`config.mk`:
```
export PLATFORM = sky130hd
export DESIGN_NAME = dtcu_trace_unit
export DESIGN_NICKNAME = d
export VERILOG_FILES = /design/src/dtcu_pkg.sv /design/src/dtcu_match_if.sv /design/src/dtcu_trace_unit.sv /design/src/dtcu_comparator.sv
export SDC_FILE = /design/constraint.sdc
export NUM_CORES = 1
export LEC_CHECK = 0
export BUFFER_PORTS_ARGS = -buffer_cell sky130_fd_sc_hd__clkbuf_2
export CAP_MARGIN = 20
export CORE_MARGIN = 4
export CORE_UTILIZATION = 30
export CTS_CLUSTER_SIZE = 16
export DETAILED_ROUTE_END_ITERATION = 8
export GPL_TIMING_DRIVEN = 0
export HOLD_SLACK_MARGIN = 0.15
export SETUP_SLACK_MARGIN = 0.05
export SYNTH_ARGS = -nofsm -noshare
export SYNTH_HDL_FRONTEND = slang
export SYNTH_HIERARCHICAL = 1
export SYNTH_SLANG_ARGS = --single-unit
```
`constraint.sdc`:
```
create_clock -name mclk -period 12.05 [get_ports mclk]
set_clock_uncertainty 0.2 [all_clocks]
set_input_delay 1.8075 -clock mclk [delete_from_list [all_inputs] [get_ports mclk]]
set_output_delay 1.8075 -clock mclk [all_outputs]
set_load 0.005 [all_outputs]
```
`src/dtcu_pkg.sv`:
```
package dtcu_pkg;
	// register indices inside the unit's nine-byte window
	localparam logic [3:0] OFF_CMP_A_HIGH   = 4'h0;
	localparam logic [3:0] OFF_CMP_A_LOW    = 4'h1;
	localparam logic [3:0] OFF_CMP_B_HIGH   = 4'h2;
	localparam logic [3:0] OFF_CMP_B_LOW    = 4'h3;
	localparam logic [3:0] OFF_FIFO_HIGH    = 4'h4;
	localparam logic [3:0] OFF_FIFO_LOW     = 4'h5;
	localparam logic [3:0] OFF_CONTROL      = 4'h6;
	localparam logic [3:0] OFF_TRIGGER      = 4'h7;
	localparam logic [3:0] OFF_STATUS       = 4'h8;
	// high register area base, full 16-bit address of the window
	localparam logic [15:0] BASE_ADDR       = 16'h1810;
	// control bit positions
	localparam int BIT_ENABLE               = 7;
	localparam int BIT_ARM                  = 6;
	localparam int BIT_TAG                  = 5;
	localparam int BIT_BRK_EN               = 4;
	localparam int BIT_A_DIR                = 3;
	localparam int BIT_A_DIR_EN             = 2;
	localparam int BIT_B_DIR                = 1;
	localparam int BIT_B_DIR_EN             = 0;
	// trigger register bit positions
	localparam int BIT_QUAL_SEL             = 7;
	localparam int BIT_BEGIN                = 6;
	localparam logic [7:0] RST_BYTE         = 8'h00;
	localparam logic [3:0] RST_COUNT        = 4'h0;
	localparam int FIFO_DEPTH               = 8;
	typedef enum logic [3:0] {
		DTCU_A_ONLY, DTCU_A_OR_B, DTCU_A_THEN_B, DTCU_EVENT_B,
		DTCU_A_THEN_EVENT_B, DTCU_A_AND_B, DTCU_A_NOT_B, DTCU_INSIDE,
		DTCU_OUTSIDE
	} dtcu_mode_e;
endpackage

```
`src/dtcu_match_if.sv`:
```
`timescale 1ns/1ps
`default_nettype none
interface dtcu_match_if;
	logic [15:0] value;
	logic        dir_en;
	logic        dir_read;
	logic        hit;
	logic        below;
	logic        above;
	modport ctrl (output value, output dir_en, output dir_read,
		input hit, input below, input above);
	modport cmp (input value, input dir_en, input dir_read,
		output hit, output below, output above);
endinterface // dtcu_match_if
`default_nettype wire

```
`src/dtcu_trace_unit.sv`:
```
`timescale 1ns/1ps
`default_nettype none
// Operation
// - nine register bytes: two comparators, fifo word, three control bytes
// - registers sit in the high register area of the memory map
// - comparator bytes reset to zero, always readable, locked while armed
// - fifo high byte reads upper half of current word; writes ignored
// - event-only modes store low byte only; high byte reads zero
// - reading fifo high byte never advances the fifo
// - reading fifo low byte returns lower half then advances
// - no fifo advance on low-byte reads while armed
// - unarmed low-byte read stores last fetched opcode address at tail
// - ninth read returns the address captured by the first read
// - control register readable and writable at any time
// - bit 7 enables unit; setting blocked while secured
// - bit 6 arms; run end or writing zero clears it
// - bit 5 picks force or tag break type
// - bit 4 gates break requests; fifo storage continues regardless
// - end trace breaks on trigger, begin trace on fifo full
// - qualification select picks the hit_a and hit_b source, so it alters break timing in modes that use them
// - bits 2,3 qualify comparator a by bus direction
// - bits 0,1 qualify comparator b by bus direction
// - run ends on full (begin) or trigger (end); arm clears
// - arm flag mirrors arm bit while enabled
module dtcu_trace_unit
	import dtcu_pkg::*;
#(
	parameter int DEPTH = FIFO_DEPTH
)(
	input  wire logic        mclk,
	input  wire logic        rst_n,
	input  wire logic [15:0] reg_addr,
	input  wire logic        reg_rd,
	input  wire logic        reg_wr,
	input  wire logic [7:0]  reg_wdata,
	output var  logic [7:0]  reg_rdata,
	input  wire logic [15:0] cpu_addr,
	input  wire logic        cpu_read,
	input  wire logic        cpu_valid,
	input  wire logic        cpu_opfetch,
	input  wire logic        cpu_exec,
	input  wire logic        secure,
	output var  logic        break_req,
	output var  logic        break_tag
);
	localparam int AW = $clog2(DEPTH);

	logic [7:0]  cmp_a_hi, cmp_a_lo, cmp_b_hi, cmp_b_lo;
	logic [7:0]  control;
	logic [7:0]  trigger;
	logic        flag_a, flag_b;
	logic [3:0]  count;
	logic [15:0] fifo_mem [DEPTH];
	logic [AW-1:0] head;
	logic [AW-1:0] wptr;
	logic [15:0] last_fetch;
	logic        a_seen;
	logic        began;
	logic [15:0] tag_a_addr, tag_b_addr;

	dtcu_match_if ma ();
	dtcu_match_if mb ();

	dtcu_comparator u_cmp_a (
		.bus_addr (cpu_addr),
		.bus_read (cpu_read),
		.m        (ma)
	);
	dtcu_comparator u_cmp_b (
		.bus_addr (cpu_addr),
		.bus_read (cpu_read),
		.m        (mb)
	);

	assign ma.value    = {cmp_a_hi, cmp_a_lo};
	assign ma.dir_en   = control[BIT_A_DIR_EN];
	assign ma.dir_read = control[BIT_A_DIR];
	assign mb.value    = {cmp_b_hi, cmp_b_lo};
	assign mb.dir_en   = control[BIT_B_DIR_EN];
	assign mb.dir_read = control[BIT_B_DIR];

	function automatic logic sel(input logic [15:0] a, input logic [3:0] o);
		sel = (a == BASE_ADDR + {12'h000, o});
	endfunction

	// decode, all within the high register area
	wire in_win   = (reg_addr >= BASE_ADDR) &&
		(reg_addr <= BASE_ADDR + {12'h000, OFF_STATUS});
	wire [3:0] idx = 4'(reg_addr - BASE_ADDR);
	wire enabled  = control[BIT_ENABLE];
	wire armed    = control[BIT_ARM] && enabled;
	wire wr_ctl   = reg_wr && sel(reg_addr, OFF_CONTROL);
	wire wr_cmp   = reg_wr && in_win && !control[BIT_ARM];
	wire wr_trg   = reg_wr && sel(reg_addr, OFF_TRIGGER) && !control[BIT_ARM];
	wire rd_flo   = reg_rd && sel(reg_addr, OFF_FIFO_LOW);
	wire [3:0] mode = trigger[3:0];
	wire event_only = (mode == 4'(DTCU_EVENT_B)) ||
		(mode == 4'(DTCU_A_THEN_EVENT_B));
	wire begin_trace = trigger[BIT_BEGIN] || event_only;
	wire qual_sel = trigger[BIT_QUAL_SEL];

	// hit_a and hit_b look at the bus with qual_sel clear, at executed opcodes with qual_sel set; bus_b and range triggers always look at the bus
	wire bus_a  = cpu_valid && ma.hit;
	wire bus_b  = cpu_valid && mb.hit;
	wire ex_a   = cpu_exec && (last_fetch == tag_a_addr);
	wire ex_b   = cpu_exec && (last_fetch == tag_b_addr);
	wire hit_a  = qual_sel ? ex_a : bus_a;
	wire hit_b  = qual_sel ? ex_b : bus_b;
	wire in_rng = cpu_valid && !ma.below && !mb.above;
	wire out_rng= cpu_valid && (ma.below || mb.above);

	logic trig;
	always_comb
	begin
		case (mode)
			4'(DTCU_A_ONLY):         trig = hit_a;
			4'(DTCU_A_OR_B):         trig = hit_a || hit_b;
			4'(DTCU_A_THEN_B):       trig = a_seen && hit_b;
			4'(DTCU_EVENT_B):        trig = hit_b;
			4'(DTCU_A_THEN_EVENT_B): trig = a_seen && hit_b;
			4'(DTCU_A_AND_B):        trig = hit_a && bus_b;
			4'(DTCU_A_NOT_B):        trig = hit_a && !bus_b;
			4'(DTCU_INSIDE):         trig = in_rng;
			4'(DTCU_OUTSIDE):        trig = out_rng;
			default:                 trig = 1'b0;
		endcase
	end

	// what gets stored: event data in low byte, else fetched opcode address
	wire [15:0] store_word = event_only ? {8'h00, cpu_addr[7:0]} : last_fetch;
	wire store_evt = event_only ? (trig && (mode != 4'(DTCU_A_THEN_EVENT_B) ||
		a_seen)) : (cpu_opfetch && (!begin_trace || began));
	wire fifo_full = (count == 4'(DEPTH));
	wire do_store  = armed && store_evt && !(begin_trace && fifo_full);
	wire full_next = begin_trace && do_store && (count == 4'(DEPTH - 1));
	wire run_end   = armed && (begin_trace ? full_next : trig);
	// break timing comes from trace type and the trigger, whose source qual_sel selects
	wire brk_now   = run_end && control[BIT_BRK_EN];

	wire arm_write = wr_ctl && reg_wdata[BIT_ARM];
	wire [7:0] next_control = {
		reg_wdata[BIT_ENABLE] && (!secure || control[BIT_ENABLE]),
		reg_wdata[BIT_ARM] && reg_wdata[BIT_ENABLE],
		reg_wdata[5:0]};

	always_ff @(posedge mclk or negedge rst_n)
	begin
		if (!rst_n)
			control <= RST_BYTE;
		else if (wr_ctl)
			control <= next_control;
		else if (run_end || !enabled)
			control[BIT_ARM] <= 1'b0;
	end

	always_ff @(posedge mclk or negedge rst_n)
	begin
		if (!rst_n)
		begin
			cmp_a_hi <= RST_BYTE;
			cmp_a_lo <= RST_BYTE;
			cmp_b_hi <= RST_BYTE;
			cmp_b_lo <= RST_BYTE;
			trigger  <= RST_BYTE;
		end
		else
		begin
			if (wr_cmp && idx == OFF_CMP_A_HIGH) cmp_a_hi <= reg_wdata;
			if (wr_cmp && idx == OFF_CMP_A_LOW)  cmp_a_lo <= reg_wdata;
			if (wr_cmp && idx == OFF_CMP_B_HIGH) cmp_b_hi <= reg_wdata;
			if (wr_cmp && idx == OFF_CMP_B_LOW)  cmp_b_lo <= reg_wdata;
			if (wr_trg) trigger <= {reg_wdata[7:6], 2'b00, reg_wdata[3:0]};
		end
	end

	// run bookkeeping; a new arm restarts flags and count
	always_ff @(posedge mclk or negedge rst_n)
	begin
		if (!rst_n)
		begin
			flag_a <= 1'b0;
			flag_b <= 1'b0;
			a_seen <= 1'b0;
			began  <= 1'b0;
			count  <= RST_COUNT;
		end
		else if (arm_write)
		begin
			flag_a <= 1'b0;
			flag_b <= 1'b0;
			a_seen <= 1'b0;
			began  <= 1'b0;
			count  <= RST_COUNT;
		end
		else if (armed)
		begin
			flag_a <= flag_a || hit_a;
			flag_b <= flag_b || hit_b;
			a_seen <= a_seen || hit_a;
			began  <= began || trig;
			if (do_store && !fifo_full)
				count <= count + 4'h1;
		end
	end

	// tag tracking: remember which fetched opcode matched
	always_ff @(posedge mclk or negedge rst_n)
	begin
		if (!rst_n)
		begin
			last_fetch <= 16'h0000;
			tag_a_addr <= 16'hffff;
			tag_b_addr <= 16'hffff;
		end
		else if (cpu_opfetch)
		begin
			last_fetch <= cpu_addr;
			tag_a_addr <= bus_a ? cpu_addr : tag_a_addr;
			tag_b_addr <= bus_b ? cpu_addr : tag_b_addr;
		end
	end

	// circular store: oldest word at head; fill in place while armed
	wire unarmed_read = rd_flo && !armed;
	always_ff @(posedge mclk or negedge rst_n)
	begin
		if (!rst_n)
		begin
			head <= '0;
			wptr <= '0;
		end
		else if (arm_write)
		begin
			head <= '0;
			wptr <= '0;
		end
		else if (do_store)
		begin
			wptr <= AW'(wptr + 1'b1);
			if (fifo_full)
				head <= AW'(head + 1'b1);
		end
		else if (unarmed_read)
			head <= AW'(head + 1'b1);
	end

	// an unarmed read pushes the last fetch behind the word just read,
	// so eight reads later that sample comes back out
	genvar gi;
	generate
		for (gi = 0; gi < DEPTH; gi++)
		begin : g_fifo
			always_ff @(posedge mclk)
			begin
				if (do_store && wptr == AW'(gi))
					fifo_mem[gi] <= store_word;
				else if (unarmed_read && head == AW'(gi))
					fifo_mem[gi] <= last_fetch;
			end
		end
	endgenerate

	wire [15:0] cur_word = fifo_mem[head];
	logic [7:0] rd_mux;
	always_comb
	begin
		case (idx)
			OFF_CMP_A_HIGH: rd_mux = cmp_a_hi;
			OFF_CMP_A_LOW:  rd_mux = cmp_a_lo;
			OFF_CMP_B_HIGH: rd_mux = cmp_b_hi;
			OFF_CMP_B_LOW:  rd_mux = cmp_b_lo;
			OFF_FIFO_HIGH:  rd_mux = event_only ? 8'h00 : cur_word[15:8];
			OFF_FIFO_LOW:   rd_mux = cur_word[7:0];
			OFF_CONTROL:    rd_mux = control;
			OFF_TRIGGER:    rd_mux = trigger;
			OFF_STATUS:     rd_mux = {flag_a, flag_b, armed, 1'b0, count};
			default:        rd_mux = 8'h00;
		endcase
	end

	// registered read data: one cycle after the read strobe
	always_ff @(posedge mclk or negedge rst_n)
	begin
		if (!rst_n)
		begin
			reg_rdata <= RST_BYTE;
			break_req <= 1'b0;
			break_tag <= 1'b0;
		end
		else
		begin
			reg_rdata <= (reg_rd && in_win) ? rd_mux : 8'h00;
			break_req <= brk_now;
			break_tag <= brk_now && control[BIT_TAG];
		end
	end
endmodule // dtcu_trace_unit
`default_nettype wire

```
`src/dtcu_comparator.sv`:
```
`timescale 1ns/1ps
`default_nettype none
module dtcu_comparator
	import dtcu_pkg::*;
(
	input  wire logic [15:0] bus_addr,
	input  wire logic        bus_read,
	dtcu_match_if.cmp        m
);
	wire dir_ok;
	// direction only filters when enabled
	assign dir_ok  = !m.dir_en || (m.dir_read == bus_read);
	assign m.hit   = (bus_addr == m.value) && dir_ok;
	assign m.below = bus_addr < m.value;
	assign m.above = bus_addr > m.value;
endmodule // dtcu_comparator
`default_nettype wire

```
======== Word level (Yosys, flattened, before mapping) ========
Memory sizes are Yosys's and may differ from the RTL's.
Cells that the tools add are included.
word-level totals
  memory bits (writable) .................. 128
  output and inout port bits .............. 10
  memories kept ........................... 1
  register bits ........................... 118
  ROM bits ................................ 0
  logic and storage cells ................. 280
  latch bits .............................. 0
cells by class
  eq/ne operators ......................... 43
  muxes and demuxes ....................... 97
  $add $sub $neg .......................... 4
  shifts and indexed selects .............. 0
  multipliers ............................. 0
  reductions and logical operators ........ 103
  divide/modulo/power cells ............... 0
  magnitude comparators ................... 4
  bitwise logic cells ..................... 8
memory list
  name      depth  bits a word  read ports  clocked after memory_dff  write ports  line                   RTL
  fifo_mem  8      16           1           0                         1            dtcu_trace_unit.sv:53  logic [15:0] fifo_mem [DEPTH];
operator list
  kind                                                                      count
  16-bit 2-to-1 mux                                                         16
  16-bit OR reduction                                                       7
  8-bit case mux with 9 select lines                                        1
  16-bit equality test                                                      4
  1-bit 2-to-1 mux                                                          61
  1-bit logical AND                                                         56
  16-bit by 13-bit equality test with 1-bit output (second input constant)  3
  3-bit 2-to-1 mux                                                          13
  4-bit by 3-bit equality test with 1-bit output (second input constant)    9
  3-bit equality test (second input constant)                               8
  4-bit by 2-bit equality test with 1-bit output (second input constant)    4
  16-bit by 13-bit >= comparator with 1-bit output (second input constant)  1
  16-bit > comparator                                                       1
  16-bit by 13-bit <= comparator with 1-bit output (second input constant)  1
  16-bit < comparator                                                       1
  8-bit 2-to-1 mux                                                          2
  1-bit logical OR                                                          14
  3-bit by 2-bit equality test with 1-bit output (second input constant)    4
  4-bit equality test (second input constant)                               3
  1-bit logical NOT                                                         12
  4-bit 2-to-1 mux                                                          3
  4-bit by 1-bit equality test with 1-bit output (second input constant)    2
  4-bit logical NOT                                                         2
  1-bit OR                                                                  8
  other kinds (13)                                                          23

======== Logic depth before layout (Yosys ltp) ========
Gate-level depths: netlist of run 1.
  word-level depth ........................ 23
  mapped depth ............................ 15
  depth with buffers taken out ............ 14

======== By module ========
The synthesis of run 1 kept the hierarchy.
by module, submodules not included
  module           instances  area an instance (um^2)  cells each
  dtcu_trace_unit  1          12,066.6                 970
  dtcu_comparator  2          440.4                    59

======== Least setup slack after synthesis of run 1 ========
OpenSTA, ideal clock, no wires.
  kind .................................... input to register
  start point ............................. in cpu_addr[14]
  end point ............................... mem fifo_mem[4][0] (enable)
  stages .................................. 13
  arrival time ............................ 4,771 ps
  setup slack ............................. 6,667 ps
  required time ........................... 11,439 ps
  cell sequence ........................... ha_1 -> nand4_2 -> nor4_4 -> a21boi_2 -> nor3b_1 -> a21oi_1 -> nor2_1 -> mux2i_1 -> a22oi_1 -> o21ai_2 -> o21ai_4 -> buf_2 -> o21ai_0
on the way
  elaborated cells between the ends (all ways) .. 95
RTL lines
  what                                                                         line                                            RTL
  from (decl)                                                                  dtcu_trace_unit.sv:37                           input wire logic [15:0] cpu_addr,
  16-bit > comparator (*)                                                      dtcu_comparator.sv:15                           assign m.above = bus_addr > m.value;
  named net mb.above                                                           dtcu_match_if.sv:9                              logic above;
  1-bit logical OR or 1-bit logical NOT (tied branches)                        dtcu_trace_unit.sv:110, dtcu_trace_unit.sv:109
  1-bit logical AND, on equally long branches                                  dtcu_trace_unit.sv:110, dtcu_trace_unit.sv:109
  1-bit case mux with 8 select lines (*)                                       dtcu_trace_unit.sv:115                          case (mode)
  1-bit logical AND (*)                                                        dtcu_trace_unit.sv:131                          wire store_evt = event_only ? (trig && (mode != 4'(DTCU_A_THEN_EVENT_B) ||
  1-bit 2-to-1 mux (*)                                                         dtcu_trace_unit.sv:131
  1-bit logical AND (*) (2 in a row)                                           dtcu_trace_unit.sv:134                          wire do_store = armed && store_evt && !(begin_trace && fifo_full);
  1-bit logical AND                                                            dtcu_trace_unit.sv:255                          if (do_store && wptr == AW'(gi))
  1-bit 2-to-1 mux                                                             dtcu_trace_unit.sv:255
  1-bit 2-to-1 mux, on equally long branches                                   dtcu_trace_unit.sv:256, dtcu_trace_unit.sv:258
  1-bit OR (no line)                                                           --
  16-bit OR reduction (no line)                                                --
  3-bit 2-to-1 mux (no line) or 1-bit 2-to-1 mux (tied branches) (7 in a row)  --
  to (decl)                                                                    dtcu_trace_unit.sv:53
The timed path passes the listed nets; every way through them passes the cells marked *.

======== Worst setup path after layout of run 1 ========
  start point ............................. in cpu_addr[5]
  end point ............................... mem fifo_mem[1][12] (enable)
The elaborated chain is that of the path after synthesis.

==> flow_summary.toml, run 1 <==
[worst_setup_path]
cp.required_ns = 12.01
cp.depth = 14
worstPathMaxFanout = 16
crit_type = "input pin to register"
rr_worst_depth = 14
worstPathArrival_ns = 5.22
crit_buf_inv = 1
worstSetupStartpointType = "input pin"
cp_slowest_cell = "a22o_1"
rrSetupSlack_ns = 7.85
path_cells = "clkbuf_2 > ha_1 > a21oi_1 > o21ai_1 > a221oi_1 > nor3b_1 > a21oi_1 > nor2_1 > mux2i_1 > a22oi_1 > o21ai_2 > o21ai_4 > nor2_1 > a22o_1"
critPathTopFamily = "compound AO/OA/AOI/OAI gates"
slowest_delay_ns = 0.82
setup.worst_path.end_class = "register"

[timing]
fin_tns_setup_ns = 0
fin_hold_ws_ns = 0.3219
tightest_slew_ns = 1.028
post-route-min-period_ns = 5.259
fin_crit_sh_pct = 43.65
fmax_mhz = 190.1
hold_violations = 0
finalSetupViolCount = 0
slew-limit-headroom_pct = 31.16
slew_viol_final = 0
rsz0062_at_grt = "false"

[clocking]
numCtsBuffers = 28
clk_pin_slew_ns = 0.06
cts_hold_buf = 0
cts-htree-levels = 1
cts_root_buf = "clkbuf_16"
ctsResizeCount = 0
cts_sinks = 246
cts_tree = "yes"
cts_setup_buffers = 0
worst_skew_pair.late_latency_ns = 0.55
clk_path_buf_depth = 3

[global_routing]
grt_pass1_vias = 9162
grt_max_degree = 112
grt-ovfl-total = 0
groute.usage.overall_pct = 15.33
antenna_found_initial = 1
grt_pass1_wl_mm = 55.46

[power]
p_leak_nw = 5.954
clkPwrFrac_pct = 48.6
p_int_mw = 1.566
vdd_ir_drop_max_mv = 0.1152
netSwitchingFraction_pct = 22.16
power_frac_seq_pct = 45.0
p_sw_mw = 0.4458
power.density_nw_per_um2 = 132.8
comb_power_share_pct = 6.4

[job]
drv_cap = 0

[detailed_routing]
postRouteAntennaNets = 0
num_vias = 8938
wl_met3_mm = 2.194
met2WireLength_mm = 16.99
wl_mm = 36.45
top_layer_used = "met5"
drt-initial-drc-count = 794
drc_errors = 0
via_per_inst = 5.021
wl_per_cell_um = 20.48
met1_length_mm = 16.27
dr.pass1.iters = 5

[worst_hold_path]
hold_class = "register to register"
whs_path_depth = 2

[place]
io_buffers = 55
gp_congestion = 0.8656
dpl_cell_area_um2 = 14080
hpwl_mm = 26.55

[floorplan]
num_rows = 75
die_area_um2 = 46530
start_util_pct = 30.58
ios = 59
die_w_um = 215.7
core_area_um2 = 42320
die_h_um = 215.7

[finish]
postLayoutCellArea_um2 = 15150
fin_nets = 1276
final_util_pct = 35.80
antennaDiodeCount = 0
drive_above_1_share_pct = 25.69
syn_to_final_growth_pct = 17.07

[synth]
syn_nets = 1182
yosysWarnings = 6
netlist_instances = 1087
postSynthAreaPerCell_um2 = 11.91
syn_area_um2 = 12940

[run_status]
outcome = "completed"
[layout make-up]
type                    instances  area [µm²]
plain buffers                  59       260.3
clock buffers                  33       797.0
clock inverters                19       274.0
fillers                      4156       27170
inverters                      47       176.4
multi-input cells             735        5688
flip-flops and latches        246        6837
well taps                     577       721.9
repair buffers                 64       397.9
[stage by stage]
stage          worst slack, ns  power, mW  cells
2_1_floorplan            6.672     0.9932   1087
3_3_place_gp             4.853      1.045   1719
3_5_place_dp             6.228      1.050   1728
4_1_cts                  6.790      2.025   1780
5_1_grt                  6.597      2.072   1780
6_report                 6.791      2.012   1780
[metal layers]
layer	track usage, %	vias to the layer above
met2	24.80	291
met5	0	-
met4	3.994	2
li1	-	4128
met3	2.391	54
met1	21.62	4463
[state kept, by name, summed over array words and instances (netlist names), 8 cells and up]
register / cells
fifo_mem: 128
last_fetch: 16
tag_a_addr: 16
tag_b_addr: 16
cmp_a_hi: 8
cmp_a_lo: 8
cmp_b_hi: 8
cmp_b_lo: 8
control: 8
reg_rdata: 8
[worst min-delay path, cell delays in order (launching register included)]
cell and delay, ns:
dfrtp_1 0.38, inv_1 0.05, a21oi_1 0.05
[worst paths after layout]
path	start	to
min in group asynchronous	rst_n	reg_rdata[5]
max in group asynchronous	rst_n	last_fetch[8]
worst min register to register	began	began
worst max-delay path	cpu_addr[5]	fifo_mem[1][12]
worst max register to register	cmp_b_hi[3]	fifo_mem[1][12]
worst min-delay path	began	began
[placed cells by master (no fill, tap or decap), drive strengths merged, types with 32 or more instances in the layout]
master / count
nor2b: 43
xor2: 32
mux4: 32
dfstp: 32
nand2: 76
ha: 46
inv: 48
dfrtp: 86
nor2: 102
a21oi: 106
edfxtp: 128
clkbuf: 124
mux2: 86
buf: 32
[power by group through the flow]
| stage | Combinational [mW] | Sequential, mW | Clock, mW |
|---|---|---|---|
| final | 0.129 | 0.905 | 0.978 |
| after global routing | 0.144 | 0.905 | 1.02 |
| after CTS | 0.129 | 0.905 | 0.991 |
| after detailed placement | 0.128 | 0.922 | 0 |
| after global placement | 0.123 | 0.921 | 0 |
| after floorplan | 0.0740 | 0.919 | 0 |
No activity file was read; power rests on OpenSTA's default activity.
==> run 2: changes to the inputs <==
--- a/config.mk
+++ b/config.mk
@@ -5,6 +5,7 @@
 export SDC_FILE = /design/constraint.sdc
 export NUM_CORES = 1
 export LEC_CHECK = 0
+export ABC_AREA = 1
 export BUFFER_PORTS_ARGS = -buffer_cell sky130_fd_sc_hd__clkbuf_2
 export CAP_MARGIN = 20
 export CORE_MARGIN = 4
==> constraint.sdc (replaced) <==
create_clock -name mclk -period 5.1 [get_ports mclk]
set_clock_uncertainty 0.2 [all_clocks]
set_input_delay 0.765 -clock mclk [delete_from_list [all_inputs] [get_ports mclk]]
set_output_delay 0.765 -clock mclk [all_outputs]
set_load 0.005 [all_outputs]
==> flow_summary.toml, run 2 <==
[timing]
fmax_mhz = 232.9
slew_viol_final = 0
finalSetupViolCount = 0
rsz0062_at_grt = "false"
tightest_slew_ns = 0.9980
fin_crit_sh_pct = 84.18
hold_violations = 0
post-route-min-period_ns = 4.293
timing.final.ws_setup_ns = 0.8068
fin_hold_ws_ns = 0.2731
slew-limit-headroom_pct = 31.75
fin_tns_setup_ns = 0

[clocking]
cts-htree-levels = 1
cts_root_buf = "clkbuf_16"
cts_tree = "yes"
cts_sinks = 246
worst_skew_pair.late_latency_ns = 0.54
cts_setup_buffers = 0
clk_pin_slew_ns = 0.07
ctsResizeCount = 0
numCtsBuffers = 27
cts_hold_buf = 1
clk_path_buf_depth = 3

[place]
io_buffers = 57
gp_congestion = 0.9113
hpwl_mm = 30.89
dp_slack_ns = 0.7859

[floorplan]
core_area_um2 = 43080
die_h_um = 216.6
start_util_pct = 30.31
die_area_um2 = 46920
die_w_um = 216.6
ios = 59
num_rows = 76

[synth]
postSynthAreaPerCell_um2 = 8.716
netlist_instances = 1498
syn_area_um2 = 13060
syn_nets = 1593
yosysWarnings = 6

[detailed_routing]
via_per_inst = 5.114
postRouteAntennaNets = 0
drt-initial-drc-count = 1046
wl_per_cell_um = 19.46
wl_mm = 42.69
dr.pass1.iters = 8
num_vias = 11220
drc_errors = 0

[finish]
final_util_pct = 34.88
layout_commonest_cell = "nand2_1"
drive_above_1_share_pct = 13.55
largest_reg_flops = 128
antennaDiodeCount = 0
layout_common_cells = "352 x nand2_1, 218 x o21ai_0, 169 x nor2_1, 148 x inv_1, 128 x edfxtp_1"
regMostFlops = "fifo_mem"
syn_to_final_growth_pct = 15.09
fin_nets = 1685

[global_routing]
grt-ovfl-total = 0
grt_pass1_vias = 10810
groute.usage.overall_pct = 17.61
grt_max_degree = 66
grt_pass1_wl_mm = 64.32
antenna_found_initial = 0

[worst_hold_path]
hp-start = "reg_wdata[7]"
hold_class = "input pin to register"
whs_endpoint = "control[6]"
whs_path_depth = 3

[worst_setup_path]
setup.worst_path.end_class = "register"
rr_endpoint = "fifo_mem[3][11]"
cp.required_ns = 5.06
worstSetupStartpointType = "register"
rrSetupSlack_ns = 0.81
path_cells = "inv_1 > buf_1 > clkbuf_1 > ha_1 > nand2_1 > clkbuf_1 > nand2_1"
crit_type = "register to register"
critPathTopFamily = "buffers and inverters"
slowest_delay_ns = 0.84
worstPathMaxFanout = 16
rr_worst_depth = 7
crit_buf_inv = 4
worstPathArrival_ns = 4.25
cp_slowest_cell = "nand2_1"
rr_startpoint = "head[2]"

[run_status]
outcome = "completed"

[power]
power.density_nw_per_um2 = 290.1
vdd_ir_drop_max_mv = 0.2686
p_leak_nw = 6.245

[job]
drv_cap = 0
[run 2: final cells by class]
type,count,area (µm²)
fill,4435,28050
sequential,246,6837
multi-input combinational,1027,5334
clock buffer,34,752.0
tap,585,732.0
inverter,162,608.1
timing repair buffer,63,381.6
buffer,63,289.0
clock inverter,14,93.84
[run 2: power breakdown]
group | switching [mW] | leakage, nW | internal [mW]
Combinational | 0.218 | 3.20 | 0.0990
Sequential | 0.0104 | 2.63 | 2.12
Clock | 0.828 | 0.417 | 1.08
[run 2: how the worst max path moves through the flow]
stage | startpoint | to | slack [ns] | cells past startpoint
after floorplan | cpu_addr[7] | fifo_mem[0][0] | 1.08 | 14
after global placement | cpu_addr[3] | fifo_mem[1][8] | -0.60 | 15
after detailed placement | cpu_addr[3] | fifo_mem[5][10] | 0.79 | 18
after CTS | head[2] | fifo_mem[3][1] | 0.81 | 7
after global routing | head[2] | fifo_mem[3][1] | 0.75 | 7
final | head[2] | fifo_mem[3][11] | 0.81 | 7
[run 2: metal layers]
metal | vias up | share of wire [%] | global-route usage (%)
li1 | 5229 | - | -
met1 | 5440 | 43 | 23.88
met2 | 454 | 46 | 29.06
met3 | 97 | 6.7 | 2.622
met4 | 0 | 3.8 | 5.739
met5 | - | 0 | 0
[run 2: metrics by stage]
step	instance area [µm²]	total power [mW]	std cells
CTS	15020	4.369	2193
global placement	14070	2.467	2140
floorplan	13060	2.349	1498
finish	15030	4.359	2194
global route	15030	4.497	2194
detailed placement	14170	2.480	2144
[run 2: tightest hold or removal path: cells and delay by family]
family	cells	cell delay (ns)
compound gates	1	0.06
buf+inv	1	0.10
simple gates	1	0.04
==> run 3: changes to the inputs <==
==> constraint.sdc (replaced) <==
create_clock -name mclk -period 4.05 [get_ports mclk]
set_clock_uncertainty 0.2 [all_clocks]
set_input_delay 0.6075 -clock mclk [delete_from_list [all_inputs] [get_ports mclk]]
set_output_delay 0.6075 -clock mclk [all_outputs]
set_load 0.005 [all_outputs]
==> flow_summary.toml, run 3 (synthesis results as in run 2) <==
[worst_setup_path]
worstPathArrival_ns = 3.69
cp.required_ns = 4.00
crit_top_cell = "clkbuf_1"
worstPathMaxFanout = 16
cp_slowest_cell = "clkbuf_1"
critPathTopFamily = "buffers and inverters"
path_cells = "inv_1 > clkbuf_2 > clkbuf_1 > ha_1 > nand2_1 > clkbuf_1 > nand2_2"
setup.worst_path.end_class = "register"
crit_buf_inv = 4
worstSetupStartpointType = "register"
slowest_delay_ns = 0.54
crit_type = "register to register"

[clocking]
clk_path_buf_depth = 3
cts-htree-levels = 1
numCtsBuffers = 27
cts_tree = "yes"
cts_root_buf = "clkbuf_16"
clk_pin_slew_ns = 0.07
worst_skew_pair.late_latency_ns = 0.54
cts_sinks = 246

[detailed_routing]
dr.pass1.iters = 6
via_per_inst = 5.104
wl_per_cell_um = 19.42
postRouteAntennaNets = 0
drc_errors = 0
num_vias = 11220
wl_mm = 42.68
drt-initial-drc-count = 989

[finish]
n_fill_cell = 4426
fin_nets = 1689
largest_reg_flops = 128
antennaDiodeCount = 0
layout_commonest_cell = "nand2_1"
layout_common_cells = "347 x nand2_1, 218 x o21ai_0, 169 x nor2_1, 148 x inv_1, 128 x edfxtp_1"
drive_above_1_share_pct = 13.89
syn_to_final_growth_pct = 15.51
seq_area_um2 = 6837
regMostFlops = "fifo_mem"
multi_input_area_um2 = 5346

[floorplan]
core_area_um2 = 43080
die_area_um2 = 46920
die_h_um = 216.6
die_w_um = 216.6
ios = 59
num_rows = 76
start_util_pct = 30.31

[worst_hold_path]
hold_class = "input pin to register"

[power]
vdd_ir_drop_max_mv = 0.3371
power_mw = 5.486
power.density_nw_per_um2 = 363.8
p_leak_nw = 6.261

[run_status]
outcome = "completed"

[place]
dp_slack_ns = -0.2235
io_buffers = 57
gp_congestion = 0.9113
hpwl_mm = 30.89

[timing]
rsz0062_at_grt = "false"
post-route-min-period_ns = 3.739
hold_violations = 0
tightest_slew_ns = 1.055
slew_viol_final = 0
fin_hold_ws_ns = 0.1800
slew-limit-headroom_pct = 29.67
fin_crit_sh_pct = 92.32
fmax_mhz = 267.5
finalSetupViolCount = 0
timing.final.ws_setup_ns = 0.3112

[global_routing]
groute.usage.overall_pct = 17.63
antenna_found_initial = 0
grt_pass1_vias = 10820
grt_max_degree = 66
grt_pass1_wl_mm = 64.39
grt-ovfl-total = 0

[job]
drv_cap = 0
## run 3: cell count changes in the layout (fill, tap and decap cells not counted)
| cell | delta |
|---|---|
| nand2_1 | -5 |
| buf_1 | -1 |
| clkbuf_2 | +1 |
| dlygate4sd3_1 | +4 |
| nand2_2 | +5 |
## run 3: final timing paths
path,from,endpoint,slack (ns),depth (start not counted)
worst max-delay path,head[2],fifo_mem[3][11],0.31,7
worst min-delay path,cpu_addr[10],tag_b_addr[10],0.18,3
worst max register to register,head[2],fifo_mem[3][11],0.31,7
worst min register to register,trigger[6],trigger[6],0.29,2
max in group asynchronous,rst_n,count[1],2.61,3
min in group asynchronous,rst_n,cmp_a_lo[0],0.38,2
## run 3: area by class of cell
class	instances	area share (%)
Clock inverter	14	0.6223
Sequential cell	246	45.33
Inverter	162	4.032
Buffer	63	1.925
Tap cell	585	4.854
Timing Repair Buffer	67	2.796
Clock buffer	34	4.986
Multi-Input combinational cell	1027	35.45
## run 3: layer usage
| metal | GRT usage (%) | share of wire [%] |
|---|---|---|
| met4 | 5.739 | 3.9 |
| met3 | 2.622 | 7.2 |
| met5 | 0 | 0 |
| met2 | 29.08 | 46 |
| met1 | 23.90 | 43 |
## run 3: worst reg2reg max path, cell delays in order (launching register included)
cell,delay [ns]
dfrtp_1,0.51
inv_1,0.16
clkbuf_2,0.31
clkbuf_1,0.39
ha_1,0.34
nand2_1,0.35
clkbuf_1,0.55
nand2_2,0.52
## run 3: timing repair
item / in CTS / in global routing
pin swaps: 0 / 0
setup endpoints to repair: 16 / 80
endpoints found under the hold margin: 25 / 0
resized for setup: 1 / 5
setup buffers: 0 / 0
hold buffers: 5 / 0
## run 3: per-stage QoR
step / setup TNS, ns / util [%] / cells / instance area (µm²)
3_3_place_gp: -72.26 / 32.67 / 2140 / 14070
5_1_grt: 0 / 35.01 / 2198 / 15080
4_1_cts: 0 / 34.97 / 2197 / 15060
2_1_floorplan: 0 / - / 1498 / 13060
6_report: 0 / 35.01 / 2198 / 15080
3_5_place_dp: -6.584 / 32.89 / 2144 / 14170
## run 3: report_power, final
part / switching (mW) / total [mW] / internal [mW]
clock: 1.04 / 2.40 / 1.37
combinational: 0.274 / 0.402 / 0.127
sequential: 0.0132 / 2.68 / 2.67
